<file path="src/core/cgtrc_pkg.sv">
// Shared constants for the charger top-off and pre-charge configuration registers
package cgtrc_pkg;
  localparam logic [7:0] TOPOFF_CTRL_ADDR = 8'h12;
  localparam logic [7:0] PRECHG_CTRL_ADDR = 8'h13;
  localparam logic [7:0] TOPOFF_CTRL_RST = 8'h04;
  localparam logic [7:0] PRECHG_CTRL_RST = 8'h08;
  localparam int TERM_CODE_LSB = 0;
  localparam int TERM_CODE_MSB = 5;
  localparam int TERM_MA_PER_CODE = 1;
  localparam int RSVD_LSB = 6;
  localparam int RSVD_MSB = 7;
  localparam logic [7:0] UNMAPPED_RDATA = 8'h00;
  localparam logic [6:0] TARGET_ADDR_DEFAULT = 7'h2a;
  localparam logic [3:0] BITS_PER_BYTE = 4'h8;
  typedef enum logic [2:0] {
    ST_IDLE,
    ST_ADDR,
    ST_ACK_ADDR,
    ST_WR,
    ST_ACK_WR,
    ST_RD,
    ST_RD_ACK
  } cgtrc_state_type;
endpackage

</file>
<file path="src/core/cgtrc_lock_reg.sv">
// Lockable eight-bit configuration register cell
`timescale 1ns/1ps
module cgtrc_lock_reg #(
  parameter logic [7:0] RST_VAL = 8'h00
) (
  input wire logic i_clk_sys,
  input wire logic i_rst_b,
  input wire logic i_wr_en,
  input wire logic i_write_guard,
  input wire logic [7:0] i_wdata,
  output logic [7:0] o_q
);
  logic [7:0] q_ff;
  logic [7:0] nxt_q;

  always_comb begin
    nxt_q = q_ff;
    if (i_wr_en && !i_write_guard) begin
      nxt_q = i_wdata;
    end
  end

  always_ff @(posedge i_clk_sys or negedge i_rst_b) begin
    if (!i_rst_b) begin
      q_ff <= RST_VAL;
    end else begin
      q_ff <= nxt_q;
    end
  end

  assign o_q = q_ff;
endmodule

</file>
<file path="src/core/cgtrc_top.sv">
// Charger top-off and pre-charge control registers behind an I2C target
`timescale 1ns/1ps
module cgtrc_top #(
  parameter logic [6:0] TARGET_ADDR = cgtrc_pkg::TARGET_ADDR_DEFAULT
) (
  input wire logic i_clk_sys,
  input wire logic i_rst_b,
  input wire logic i_scl,
  input wire logic i_sda,
  output logic o_sda_o,
  output logic o_sda_oe,
  input wire logic i_charger_write_guard,
  output logic [7:0] o_charger_topoff_control,
  output logic [7:0] o_charger_precharge_control,
  output logic [5:0] o_termination_current_code,
  output logic [6:0] o_termination_current_ma
);
  cgtrc_pkg::cgtrc_state_type state_ff;
  cgtrc_pkg::cgtrc_state_type nxt_state;
  logic scl_q_ff;
  logic sda_q_ff;
  logic [3:0] bit_cnt_ff;
  logic [3:0] nxt_bit_cnt;
  logic [7:0] shift_ff;
  logic [7:0] nxt_shift;
  logic [7:0] ptr_ff;
  logic [7:0] nxt_ptr;
  logic have_ptr_ff;
  logic nxt_have_ptr;
  logic sda_oe_ff;
  logic nxt_sda_oe;
  logic wr_stb_ff;
  logic nxt_wr_stb;
  logic [7:0] wr_addr_ff;
  logic [7:0] nxt_wr_addr;
  logic [7:0] wr_data_ff;
  logic [7:0] nxt_wr_data;
  logic [6:0] ma_ff;
  logic [6:0] nxt_ma;
  logic scl_rise;
  logic scl_fall;
  logic bus_start;
  logic bus_stop;
  logic [7:0] topoff_q;
  logic [7:0] prechg_q;
  logic [7:0] rd_data;

  assign scl_rise = i_scl && !scl_q_ff;
  assign scl_fall = !i_scl && scl_q_ff;
  assign bus_start = i_scl && scl_q_ff && sda_q_ff && !i_sda;
  assign bus_stop = i_scl && scl_q_ff && !sda_q_ff && i_sda;

  cgtrc_lock_reg #(
    .RST_VAL(cgtrc_pkg::TOPOFF_CTRL_RST)
  ) u_topoff (
    .i_clk_sys(i_clk_sys),
    .i_rst_b(i_rst_b),
    .i_wr_en(wr_stb_ff && (wr_addr_ff == cgtrc_pkg::TOPOFF_CTRL_ADDR)),
    .i_write_guard(i_charger_write_guard),
    .i_wdata(wr_data_ff),
    .o_q(topoff_q)
  );

  cgtrc_lock_reg #(
    .RST_VAL(cgtrc_pkg::PRECHG_CTRL_RST)
  ) u_prechg (
    .i_clk_sys(i_clk_sys),
    .i_rst_b(i_rst_b),
    .i_wr_en(wr_stb_ff && (wr_addr_ff == cgtrc_pkg::PRECHG_CTRL_ADDR)),
    .i_write_guard(i_charger_write_guard),
    .i_wdata(wr_data_ff),
    .o_q(prechg_q)
  );

  always_comb begin
    case (ptr_ff)
      cgtrc_pkg::TOPOFF_CTRL_ADDR: rd_data = topoff_q;
      cgtrc_pkg::PRECHG_CTRL_ADDR: rd_data = prechg_q;
      default: rd_data = cgtrc_pkg::UNMAPPED_RDATA;
    endcase
  end

  always_comb begin
    nxt_state = state_ff;
    nxt_bit_cnt = bit_cnt_ff;
    nxt_shift = shift_ff;
    nxt_ptr = ptr_ff;
    nxt_have_ptr = have_ptr_ff;
    nxt_sda_oe = sda_oe_ff;
    nxt_wr_stb = 1'b0;
    nxt_wr_addr = wr_addr_ff;
    nxt_wr_data = wr_data_ff;
    if (bus_start) begin
      nxt_state = cgtrc_pkg::ST_ADDR;
      nxt_bit_cnt = 4'h0;
      nxt_have_ptr = 1'b0;
      nxt_sda_oe = 1'b0;
    end else if (bus_stop) begin
      nxt_state = cgtrc_pkg::ST_IDLE;
      nxt_sda_oe = 1'b0;
    end else begin
      case (state_ff)
        cgtrc_pkg::ST_IDLE: begin
          nxt_sda_oe = 1'b0;
        end
        cgtrc_pkg::ST_ADDR: begin
          if (scl_rise) begin
            nxt_shift = {shift_ff[6:0], i_sda};
            nxt_bit_cnt = bit_cnt_ff + 4'h1;
          end else if (scl_fall && bit_cnt_ff == cgtrc_pkg::BITS_PER_BYTE) begin
            if (shift_ff[7:1] == TARGET_ADDR) begin
              nxt_state = cgtrc_pkg::ST_ACK_ADDR;
              nxt_sda_oe = 1'b1;
            end else begin
              nxt_state = cgtrc_pkg::ST_IDLE;
            end
          end
        end
        cgtrc_pkg::ST_ACK_ADDR: begin
          if (scl_fall) begin
            nxt_bit_cnt = 4'h0;
            if (shift_ff[0]) begin
              nxt_state = cgtrc_pkg::ST_RD;
              nxt_shift = rd_data;
              nxt_sda_oe = !rd_data[7];
            end else begin
              nxt_state = cgtrc_pkg::ST_WR;
              nxt_sda_oe = 1'b0;
            end
          end
        end
        cgtrc_pkg::ST_WR: begin
          if (scl_rise) begin
            nxt_shift = {shift_ff[6:0], i_sda};
            nxt_bit_cnt = bit_cnt_ff + 4'h1;
          end else if (scl_fall && bit_cnt_ff == cgtrc_pkg::BITS_PER_BYTE) begin
            nxt_state = cgtrc_pkg::ST_ACK_WR;
            nxt_sda_oe = 1'b1;
            if (!have_ptr_ff) begin
              nxt_ptr = shift_ff;
              nxt_have_ptr = 1'b1;
            end else begin
              nxt_wr_stb = 1'b1;
              nxt_wr_addr = ptr_ff;
              nxt_wr_data = shift_ff;
              nxt_ptr = ptr_ff + 8'h01;
            end
          end
        end
        cgtrc_pkg::ST_ACK_WR: begin
          if (scl_fall) begin
            nxt_state = cgtrc_pkg::ST_WR;
            nxt_bit_cnt = 4'h0;
            nxt_sda_oe = 1'b0;
          end
        end
        cgtrc_pkg::ST_RD: begin
          if (scl_rise) begin
            nxt_bit_cnt = bit_cnt_ff + 4'h1;
          end else if (scl_fall) begin
            if (bit_cnt_ff == cgtrc_pkg::BITS_PER_BYTE) begin
              nxt_state = cgtrc_pkg::ST_RD_ACK;
              nxt_sda_oe = 1'b0;
            end else begin
              nxt_shift = {shift_ff[6:0], 1'b0};
              nxt_sda_oe = !shift_ff[6];
            end
          end
        end
        cgtrc_pkg::ST_RD_ACK: begin
          if (scl_rise) begin
            nxt_ptr = ptr_ff + 8'h01;
            if (i_sda) begin
              nxt_state = cgtrc_pkg::ST_IDLE;
            end
          end else if (scl_fall) begin
            nxt_state = cgtrc_pkg::ST_RD;
            nxt_bit_cnt = 4'h0;
            nxt_shift = rd_data;
            nxt_sda_oe = !rd_data[7];
          end
        end
        default: begin
          nxt_state = cgtrc_pkg::ST_IDLE;
          nxt_sda_oe = 1'b0;
        end
      endcase
    end
  end

  always_comb begin
    nxt_ma = 7'(int'(topoff_q[cgtrc_pkg::TERM_CODE_MSB:cgtrc_pkg::TERM_CODE_LSB])
      * cgtrc_pkg::TERM_MA_PER_CODE);
  end

  always_ff @(posedge i_clk_sys or negedge i_rst_b) begin
    if (!i_rst_b) begin
      state_ff <= cgtrc_pkg::ST_IDLE;
      scl_q_ff <= 1'b1;
      sda_q_ff <= 1'b1;
      bit_cnt_ff <= 4'h0;
      shift_ff <= 8'h00;
      ptr_ff <= 8'h00;
      have_ptr_ff <= 1'b0;
      sda_oe_ff <= 1'b0;
      wr_stb_ff <= 1'b0;
      wr_addr_ff <= 8'h00;
      wr_data_ff <= 8'h00;
      ma_ff <= 7'(cgtrc_pkg::TOPOFF_CTRL_RST[cgtrc_pkg::TERM_CODE_MSB:cgtrc_pkg::TERM_CODE_LSB]);
    end else begin
      state_ff <= nxt_state;
      scl_q_ff <= i_scl;
      sda_q_ff <= i_sda;
      bit_cnt_ff <= nxt_bit_cnt;
      shift_ff <= nxt_shift;
      ptr_ff <= nxt_ptr;
      have_ptr_ff <= nxt_have_ptr;
      sda_oe_ff <= nxt_sda_oe;
      wr_stb_ff <= nxt_wr_stb;
      wr_addr_ff <= nxt_wr_addr;
      wr_data_ff <= nxt_wr_data;
      ma_ff <= nxt_ma;
    end
  end

  // Open drain: only ever pulls low
  assign o_sda_o = 1'b0;
  assign o_sda_oe = sda_oe_ff;
  assign o_charger_topoff_control = topoff_q;
  assign o_charger_precharge_control = prechg_q;
  assign o_termination_current_code = topoff_q[cgtrc_pkg::TERM_CODE_MSB:cgtrc_pkg::TERM_CODE_LSB];
  assign o_termination_current_ma = ma_ff;
endmodule

</file>
<file path="config.mk">
export PLATFORM = sky130hd
export DESIGN_NAME = cgtrc_top
export DESIGN_NICKNAME = d
export VERILOG_FILES = /design/src/core/cgtrc_pkg.sv /design/src/core/cgtrc_lock_reg.sv /design/src/core/cgtrc_top.sv
export SDC_FILE = /design/constraint.sdc
export NUM_CORES = 1
export LEC_CHECK = 0
export BUFFER_PORTS_ARGS = -buffer_cell sky130_fd_sc_hd__buf_4
export CAP_MARGIN = 30
export CORE_UTILIZATION = 60
export CTS_BUF_LIST = sky130_fd_sc_hd__clkbuf_8
export CTS_CLUSTER_SIZE = 10
export DETAILED_ROUTE_END_ITERATION = 10
export GPL_ROUTABILITY_DRIVEN = 1
export GPL_TIMING_DRIVEN = 0
export PLACE_DENSITY = 0.81
export SLEW_MARGIN = 20
export SYNTH_ARGS = -nofsm -noshare
export SYNTH_HDL_FRONTEND = slang
export SYNTH_SLANG_ARGS = --single-unit
</file>
<file path="constraint.sdc">
create_clock -name i_clk_sys -period 3.7 [get_ports i_clk_sys]
set_clock_uncertainty 0.05 [all_clocks]
set_input_delay 0.555 -clock i_clk_sys [delete_from_list [all_inputs] [get_ports i_clk_sys]]
set_output_delay 0.555 -clock i_clk_sys [all_outputs]
set_load 0.1 [all_outputs]
</file>
==> results.ini, run 1 <==
[outcome]
outcome=completed

[clocking]
path_clk_slew_ps=70
clock_latency_ps=340
cts_sinks=66
postCtsHoldBufs=0
cts_htree_levels=3
clock-root-buffer=clkbuf_8
cts_tree=built
numCtsBuffers=9
ctsResizeCount=0
cts_setup_buffers=0
clk_path_buf_depth=2

[worst_setup_path]
ff2ff_setup_slack_ps=1220
crit_path_end_kind=register
r2r_start=scl_q_ff
crit_start=scl_q_ff
crit_arrival_ps=2650
cp.required_ps=3870
critPathKind=register to register
r2r_end=wr_data_ff[5]
crit_path_end=wr_data_ff[5]
cp-start-kind=register
ff2ff_path_depth=9
worstPathMaxFanout=10

[synthesis]
ys_types=61
synth_edf_count=0
synth_ff_type=dfrtp_1
avgSynthCellArea_um2=10.8
ys_warn_count=0
syn_inst=323
yosysTopAreaCell=dfrtp_1
yosys-top-cells-area=dfrtp_1, mux2_2, o21ai_0
synth_area_mm2=0.00348
ys_seq_area_frac=0.476
synth.top_cell.area_share=0.438
synth-seq-cells=66
synthArstFlopShare=1.00

[power_and_ir_drop]
powerDensity_mw_per_mm2=467
switching_share=0.325
p_comb_frac=0.239
leakagePower_uw=0.00194
seqPwrFrac=0.440
switchingPower_uw=611
ir_drop_uv=316
p_int_uw=1270
p_clk_frac=0.321

[die]
die_height_um=78.2
io_pins=36
fp.dieW_um=78.2
dieArea_mm2=0.00611
fp-row-count=27
core_mm2=0.00554
initial_core_util=0.629

[timing]
fin_crit_sh=0.670
slew_viol_final=0
setup-violations-final=0
rsz0062_at_grt=no
final.setup.tns_ps=0
fmax_ghz=0.403
worstMarginPinSlew_ps=816
relSlewSlack=0.456
period_needed_ps=2480
hold_viol=0

[place]
hpwl_um=5330
port_buffers=33
gp_congestion=0.895

[route]
drt_iter0_drc=237
num_vias=2682
wl_met2_um=3690
postRouteAntennaNets=0
drt-total-wl_um=7700
vias_per_cell=6.03
wl_met1_um=3500
remaining_drc_errors=0
drtPass1Iterations=4
routed.top_layer=met4
wl_per_cell_um=17.3
dr_wl_met3_um=374

[cells_and_area]
layout_common_cells=dfrtp_1, buf_4, mux2_2
antennaDiodeCount=0
areaGrowthSynthToFinish_pct=15.4
fillers=411
nets=380
drive_above_1_share=0.330
post-route-util=0.725
layout_commonest_cell=dfrtp_1

[flow_run]
drv_cap=0

[global_routing]
globalRouteOverflowTotal=0
antenna_found_initial=0
grt_usage=0.275
grt_start_max_net_pins=67
grt_pass1_vias=2552
grt_first_pass_wirelength_um=12800

[hold_path]
hold_class=input port to asynchronous set/reset pin

==> power by group through the flow <==
| stage | Combinational [µW] | Clock, µW | Sequential, µW |
|---|---|---|---|
| final | 449 | 603 | 827 |
| after global routing | 490 | 638 | 828 |
| after CTS | 446 | 608 | 823 |
| after detailed placement | 442 | 0 | 838 |
| after global placement | 434 | 0 | 835 |
| after floorplan | 303 | 0 | 856 |
==> final cells by class <==
class	instances	area, µm²	share of cell area
Sequential cell	66	1660	0.413
Clock inverter	6	57.6	0.0143
Tap cell	72	90.1	0.0224
Buffer	26	156	0.0389
Clock buffer	10	138	0.0342
Timing Repair Buffer	33	248	0.0616
Multi-Input combinational cell	222	1630	0.407
Inverter	10	37.5	0.00934
==> cells in the mapped netlist, types with 2 or more instances <==
cell	number
dfstp_2	5
a22oi_1	8
a2bb2oi_1	3
buf_4	9
a211oi_1	3
buf_6	2
inv_1	10
a21o_1	3
nor2_1	13
clkbuf_1	6
nor4bb_1	2
nor3_1	5
a21oi_1	9
nor3b_1	2
o21ai_0	27
o211ai_1	3
and3b_1	3
o22a_1	3
nand3_1	9
ha_1	7
a31oi_1	4
o22ai_1	2
a22o_1	3
nand2_1	26
o2bb2ai_1	2
nor4_4	2
nor2b_1	5
nand2b_1	3
o21bai_1	2
dfrtp_1	61
nor4b_1	2
buf_2	8
mux2_2	40
and3_1	4
==> state kept, by name, indices dropped and copies added (netlist names) <==
| signal | flops |
|---|---|
| ptr_ff | 8 |
| shift_ff | 8 |
| u_prechg.o_q | 8 |
| u_topoff.o_q | 8 |
| wr_addr_ff | 8 |
| wr_data_ff | 8 |
| o_termination_current_ma | 6 |
| bit_cnt_ff | 4 |
| state_ff | 3 |
| have_ptr_ff | 1 |
| o_sda_oe | 1 |
| scl_q_ff | 1 |
| sda_q_ff | 1 |
| wr_stb_ff | 1 |
==> logic make-up (layout without fill, tap and decap cells) <==
group,after synthesis,in the layout,share of synthesized area
other cells,1,2,0.00108
buf+inv,36,85,0.0557
fa+ha+maj,7,7,0.0252
simple gates,89,89,0.149
flops,66,66,0.476
mux,40,40,0.129
compound gates,83,83,0.161
xor+xnor,1,1,0.00252
==> worst min path at each step <==
stage,start,slack [ps],end,cells after the start
floorplan,i_rst_b,210,bit_cnt_ff[0],0
global placement,u_topoff.o_q[2],330,o_termination_current_ma[2],0
detailed placement,u_topoff.o_q[2],330,o_termination_current_ma[2],0
CTS,i_rst_b,290,o_termination_current_ma[3],1
global route,i_scl,280,scl_q_ff,1
finish,i_rst_b,250,u_topoff.o_q[3],1
==> worst max-delay path, cell delays in order, from the launching register on <==
cell and delay, ps:
dfstp_2 550, inv_1 40, ha_1 200, buf_2 190
nor2b_2 200, nand2_1 110, nor2_1 170, nand3_2 280
buf_4 290, mux2_2 280
==> layer usage <==
layer | vias up | global-route usage
met5 | - | 0
met4 | 0 | 0.102
met3 | 15 | 0.0465
met2 | 94 | 0.442
met1 | 1309 | 0.375
li1 | 1264 | -
==> stage by stage <==
step | setup WS, ps | std cells | area, µm² | hold WS, ps | total power [µW]
2_1_floorplan | 1600 | 324 | 3490 | 209 | 1160
3_3_place_gp | 1100 | 429 | 3820 | 330 | 1270
3_5_place_dp | 1130 | 429 | 3820 | 330 | 1280
4_1_cts | 1240 | 445 | 4020 | 289 | 1880
5_1_grt | 1040 | 445 | 4020 | 280 | 1960
6_report | 1220 | 445 | 4020 | 247 | 1880
No activity file was read; power rests on OpenSTA's default activity.
==> run 2: changes to the inputs <==
ABC_AREA = 1   (was unset)
clock period = 2.6 ns   (was 3.7 ns; I/O delays follow)
==> run 2 against run 1 <==
  * Register-to-register slack lost 780 ps
  * Clock-buffer cell count unchanged
  * Critical path depth is 2 lower
  * Critical endpoint is now wr_data_ff[6]
  * Core utilization down 1.3 points
  * Non-clock buffer count decreased by 4
==> results.ini, run 2 <==
[place]
gp_congestion=0.978
place_area_mm2=0.00410
port_buffers=33
hpwl_um=6840

[power_and_ir_drop]
p_comb_frac=0.123
seqPwrFrac=0.515
p_clk_frac=0.362
p_int_uw=1470
switching_share=0.287
ir_drop_uv=415
powerDensity_mw_per_mm2=484
leakagePower_uw=0.00219
switchingPower_uw=594

[route]
drtPass1Iterations=6
wl_per_cell_um=14.7
vias_per_cell=5.53
remaining_drc_errors=0
postRouteAntennaNets=0
drt_iter0_drc=299
drt-total-wl_um=9220
num_vias=3474

[clocking]
cts_setup_buffers=0
clock-root-buffer=clkbuf_8
clk_path_buf_depth=2
cts_sinks=66
postCtsHoldBufs=0
path_clk_slew_ps=70
numCtsBuffers=9
cts_htree_levels=3
cts_tree=built
clock_latency_ps=350
ctsResizeCount=0

[timing]
rsz0062_at_grt=no
hold_viol=0
slew_viol_final=0
fmax_ghz=0.464
worstMarginPinSlew_ps=808
setup-violations-final=0
period_needed_ps=2160
fin_crit_sh=0.829
relSlewSlack=0.461
final.setup.tns_ps=0

[cells_and_area]
multi_input_area_mm2=0.00174
layout_commonest_cell=nand2_1
areaGrowthSynthToFinish_pct=13.6
regArea_mm2=0.00166
design_area_mm2=0.00427
nets=560
drive_above_1_share=0.172
layout_common_cells=nand2_1, dfrtp_1, nand3_1
fillers=481
antennaDiodeCount=0

[synthesis]
synthTopCellsByCount=nand2_1, dfrtp_1, nand3_1
avgSynthCellArea_um2=7.47
synthArstFlopShare=1.00
yosysTopAreaCell=dfrtp_1
ys_warn_count=0
ys_seq_area_frac=0.441
synth-seq-cells=66
synth_area_mm2=0.00376
syn_inst=503
ys_types=35
synth.top_cell.area_share=0.406
yosys-top-cells-area=dfrtp_1, nand2_1, nand3_1
synth_edf_count=0
synth_most_common_cell=nand2_1
synth_ff_type=dfrtp_1

[flow_run]
drv_cap=0

[global_routing]
grt_usage=0.311
grt_first_pass_wirelength_um=15200
antenna_found_initial=0
grt_start_max_net_pins=67
grt_pass1_vias=3177
globalRouteOverflowTotal=0

[die]
initial_core_util=0.627
io_pins=36
die_height_um=81.1
core_mm2=0.00599
dieArea_mm2=0.00658
fp.dieW_um=81.1
fp-row-count=28

[worst_setup_path]
ff2ff_path_depth=7
ff2ff_setup_slack_ps=440
cp-start-kind=register
cp.required_ps=2770
critPathKind=register to register
worstPathMaxFanout=10
crit_path_end_kind=register
crit_arrival_ps=2330

[hold_path]
hold_class=input port to asynchronous set/reset pin

[outcome]
outcome=completed

-- run 2: changes by cell type after synthesis, moves of 7 or more --
cell	previous run	this run
mux2_2	40	0
a22oi_1	8	1
o21ai_1	0	16
inv_1	10	53
o21ai_0	27	40
nand3_1	9	59
nand2_1	26	160
nor2_1	13	28
-- run 2: per-stage QoR --
stage                      util  instances  hold WS (ps)  worst slack [ps]  power (µW)
final                     0.712        628          94.8               444        2070
after global routing      0.712        628           110               285        2160
after CTS                 0.712        628           115               481        2070
after detailed placement  0.685        612           333               454        1330
after global placement    0.685        612           333               462        1330
after floorplan               -        504          44.4               791        1250
-- run 2: cell type report --
class,count,share of cell area
flip-flops and latches,66,0.388
plain buffers,22,0.0358
well taps,75,0.0220
repair buffers,33,0.0580
clock inverters,6,0.00674
inverters,57,0.0501
multi-input cells,359,0.407
clock buffers,10,0.0322
-- run 2: worst max-delay path: stages, from the launching register on --
cell	delay, ps
dfstp_2	540
ha_1	270
nand4_1	320
nor2_2	240
nand4_2	190
buf_2	260
nand2_1	70
o21ai_1	70
-- run 2: metal layers --
layer | GRT usage | routed length, µm
met1 | 0.403 | 4010
met2 | 0.501 | 4270
met3 | 0.0697 | 679
met5 | 0 | 0
met4 | 0.130 | 265
-- run 2: power by group through the flow --
stage / combinational (µW) / clock, µW / sequential (µW)
final: 254 / 749 / 1060
after global routing: 282 / 809 / 1060
after CTS: 252 / 758 / 1060
after detailed placement: 252 / 0 / 1080
after global placement: 250 / 0 / 1080
after floorplan: 174 / 0 / 1080
-- run 2: final timing paths --
path,startpoint,endpoint
min reg2reg,u_topoff.o_q[2],o_termination_current_ma[2]
min,i_rst_b,o_termination_current_ma[4]
max reg2reg,scl_q_ff,wr_data_ff[6]
min in group i_clk_sys,i_scl,scl_q_ff
max in group asynchronous,i_rst_b,u_topoff.o_q[7]
max,scl_q_ff,wr_data_ff[6]
-- run 2: cells by family (layout without fill, tap and decap cells) --
family	Yosys count	in the layout	synth area share
fa+ha+maj	7	7	0.0233
simple gates	280	280	0.335
buf+inv	79	128	0.0976
compound gates	69	69	0.0996
xor+xnor	1	1	0.00233
other cells	1	2	0.000998
flops	66	66	0.441
==> run 3: changes to the inputs <==
clock period = 1.99 ns   (was 2.6 ns; I/O delays follow)
==> run 3 against run 2 <==
  * The run now ends with hold timing left
  * Sequential power rose by 31%
  * Cell area increased by 4.7%
  * Clock power is 31% higher
  * Cell count grew 1.8%
  * Routed wire length up 4.0%
  * Global-route usage rose by 0.080 points
  * Die area unchanged
  * Non-clock buffer count grew 11
==> results.ini, run 3 (synthesized netlist as in run 2, its figures left out) <==
[global_routing]
globalRouteOverflowTotal=0
grt_util_met1=0.403
grt_first_pass_wirelength_um=15200
grt_usage=0.312
met2_usage=0.503
grtUsageMet3=0.0697
grt_pass1_vias=3191
grt_start_max_net_pins=67
top_usage_layer=met2
antenna_found_initial=0

[timing]
rsz0062_at_grt=yes
setup-violations-final=0
final.setup.tns_ps=0
hold_slack_ps=-3.75
worstMarginPinSlew_ps=837
hold_viol=2
period_needed_ps=1940
fmax_ghz=0.516
fin_crit_sh=0.974
slew_viol_final=0
relSlewSlack=0.442

[die]
fp-row-count=28
initial_core_util=0.627
fp.dieW_um=81.1
core_mm2=0.00599
die_height_um=81.1
io_pins=36
dieArea_mm2=0.00658

[cells_and_area]
design_area_mm2=0.00447
layout_commonest_cell=nand2_1
nets=571
stdcell_count=639
drive_above_1_share=0.213
layout_common_cells=nand2_1, dfrtp_1, nand3_1
areaGrowthSynthToFinish_pct=19.0
antennaDiodeCount=0

[clocking]
postCtsHoldBufs=0
cts_tree=built
cts_htree_levels=3
numCtsBuffers=9
clk_path_buf_depth=2
cts_sinks=66
clock_latency_ps=350
path_clk_slew_ps=70
clock-root-buffer=clkbuf_8

[route]
wl_per_cell_um=15.0
drt_iter0_drc=387
remaining_drc_errors=0
num_vias=3514
vias_per_cell=5.50
drt-total-wl_um=9590
postRouteAntennaNets=0
drtPass1Iterations=5

[place]
port_buffers=33
placed_cells=612
gp_congestion=0.978
hpwl_um=6840
place_area_mm2=0.00410

[power_and_ir_drop]
p_total_uw=2740
powerDensity_mw_per_mm2=612
ir_drop_uv=543
leakagePower_uw=0.00225

[flow_run]
drv_cap=0

[worst_setup_path]
crit_arrival_ps=2110
cp-start-kind=register
worstPathMaxFanout=10
cp.required_ps=2170
crit_path_end_kind=register
ff2ff_setup_slack_ps=50
critPathKind=register to register

[outcome]
violations=hold timing
outcome=complete, but fails checks

[hold_path]
hold_class=input port to asynchronous set/reset pin

[run 3: final cells by class]
type                            instances  area (µm²)
Multi-Input combinational cell        359        1850
Fill cell                             453        1520
Inverter                               57         216
Sequential cell                        66        1660
Tap cell                               75        93.8
Buffer                                 22         161
Clock buffer                           10         138
Timing Repair Buffer                   44         328
Clock inverter                          6        28.8
[run 3: worst max-delay path, cell delays in order (launching register included)]
cell and delay, ps:
dfstp_2 590, ha_4 180, nand4_1 180, nor2_2 270
nand4_4 170, clkbuf_4 240, nand2_1 70, o21ai_1 70
[run 3: through the flow]
step / hold slack [ps] / worst slack (ps) / utilization
global placement: 333 / -105 / 0.685
CTS: 23.4 / -2.90 / 0.718
finish: -3.75 / 52.7 / 0.746
detailed placement: 333 / -114 / 0.685
floorplan: -47.1 / 217 / -
global route: 28.6 / -33.3 / 0.746
[run 3: final timing paths]
check	from	endpoint	depth (start not counted)
setup / recovery	scl_q_ff	wr_data_ff[6]	7
hold / removal	i_rst_b	o_termination_current_ma[4]	1
setup reg to reg	scl_q_ff	wr_data_ff[6]	7
hold reg to reg	u_topoff.o_q[2]	o_termination_current_ma[2]	0
max in group asynchronous	i_rst_b	u_topoff.o_q[7]	1
min in group i_clk_sys	i_scl	scl_q_ff	1
[run 3: repair_timing]
action                     CTS  global route
pin swaps                    2            10
cloned                       0             1
setup buffers                3             7
resized for setup            3            26
setup endpoints to repair   31            48
[run 3: layer usage]
| metal | part of all wire | wire length (µm) |
|---|---|---|
| met5 | 0 | 0 |
| met4 | 0.026 | 251 |
| met3 | 0.066 | 629 |
| met2 | 0.47 | 4510 |
| met1 | 0.44 | 4200 |
[run 3: power breakdown]
group          switching (µW)  internal [µW]  total, µW
clock                     513            468        981
sequential               23.7           1370       1390
combinational             258            107        365
total                     795           1940       2740
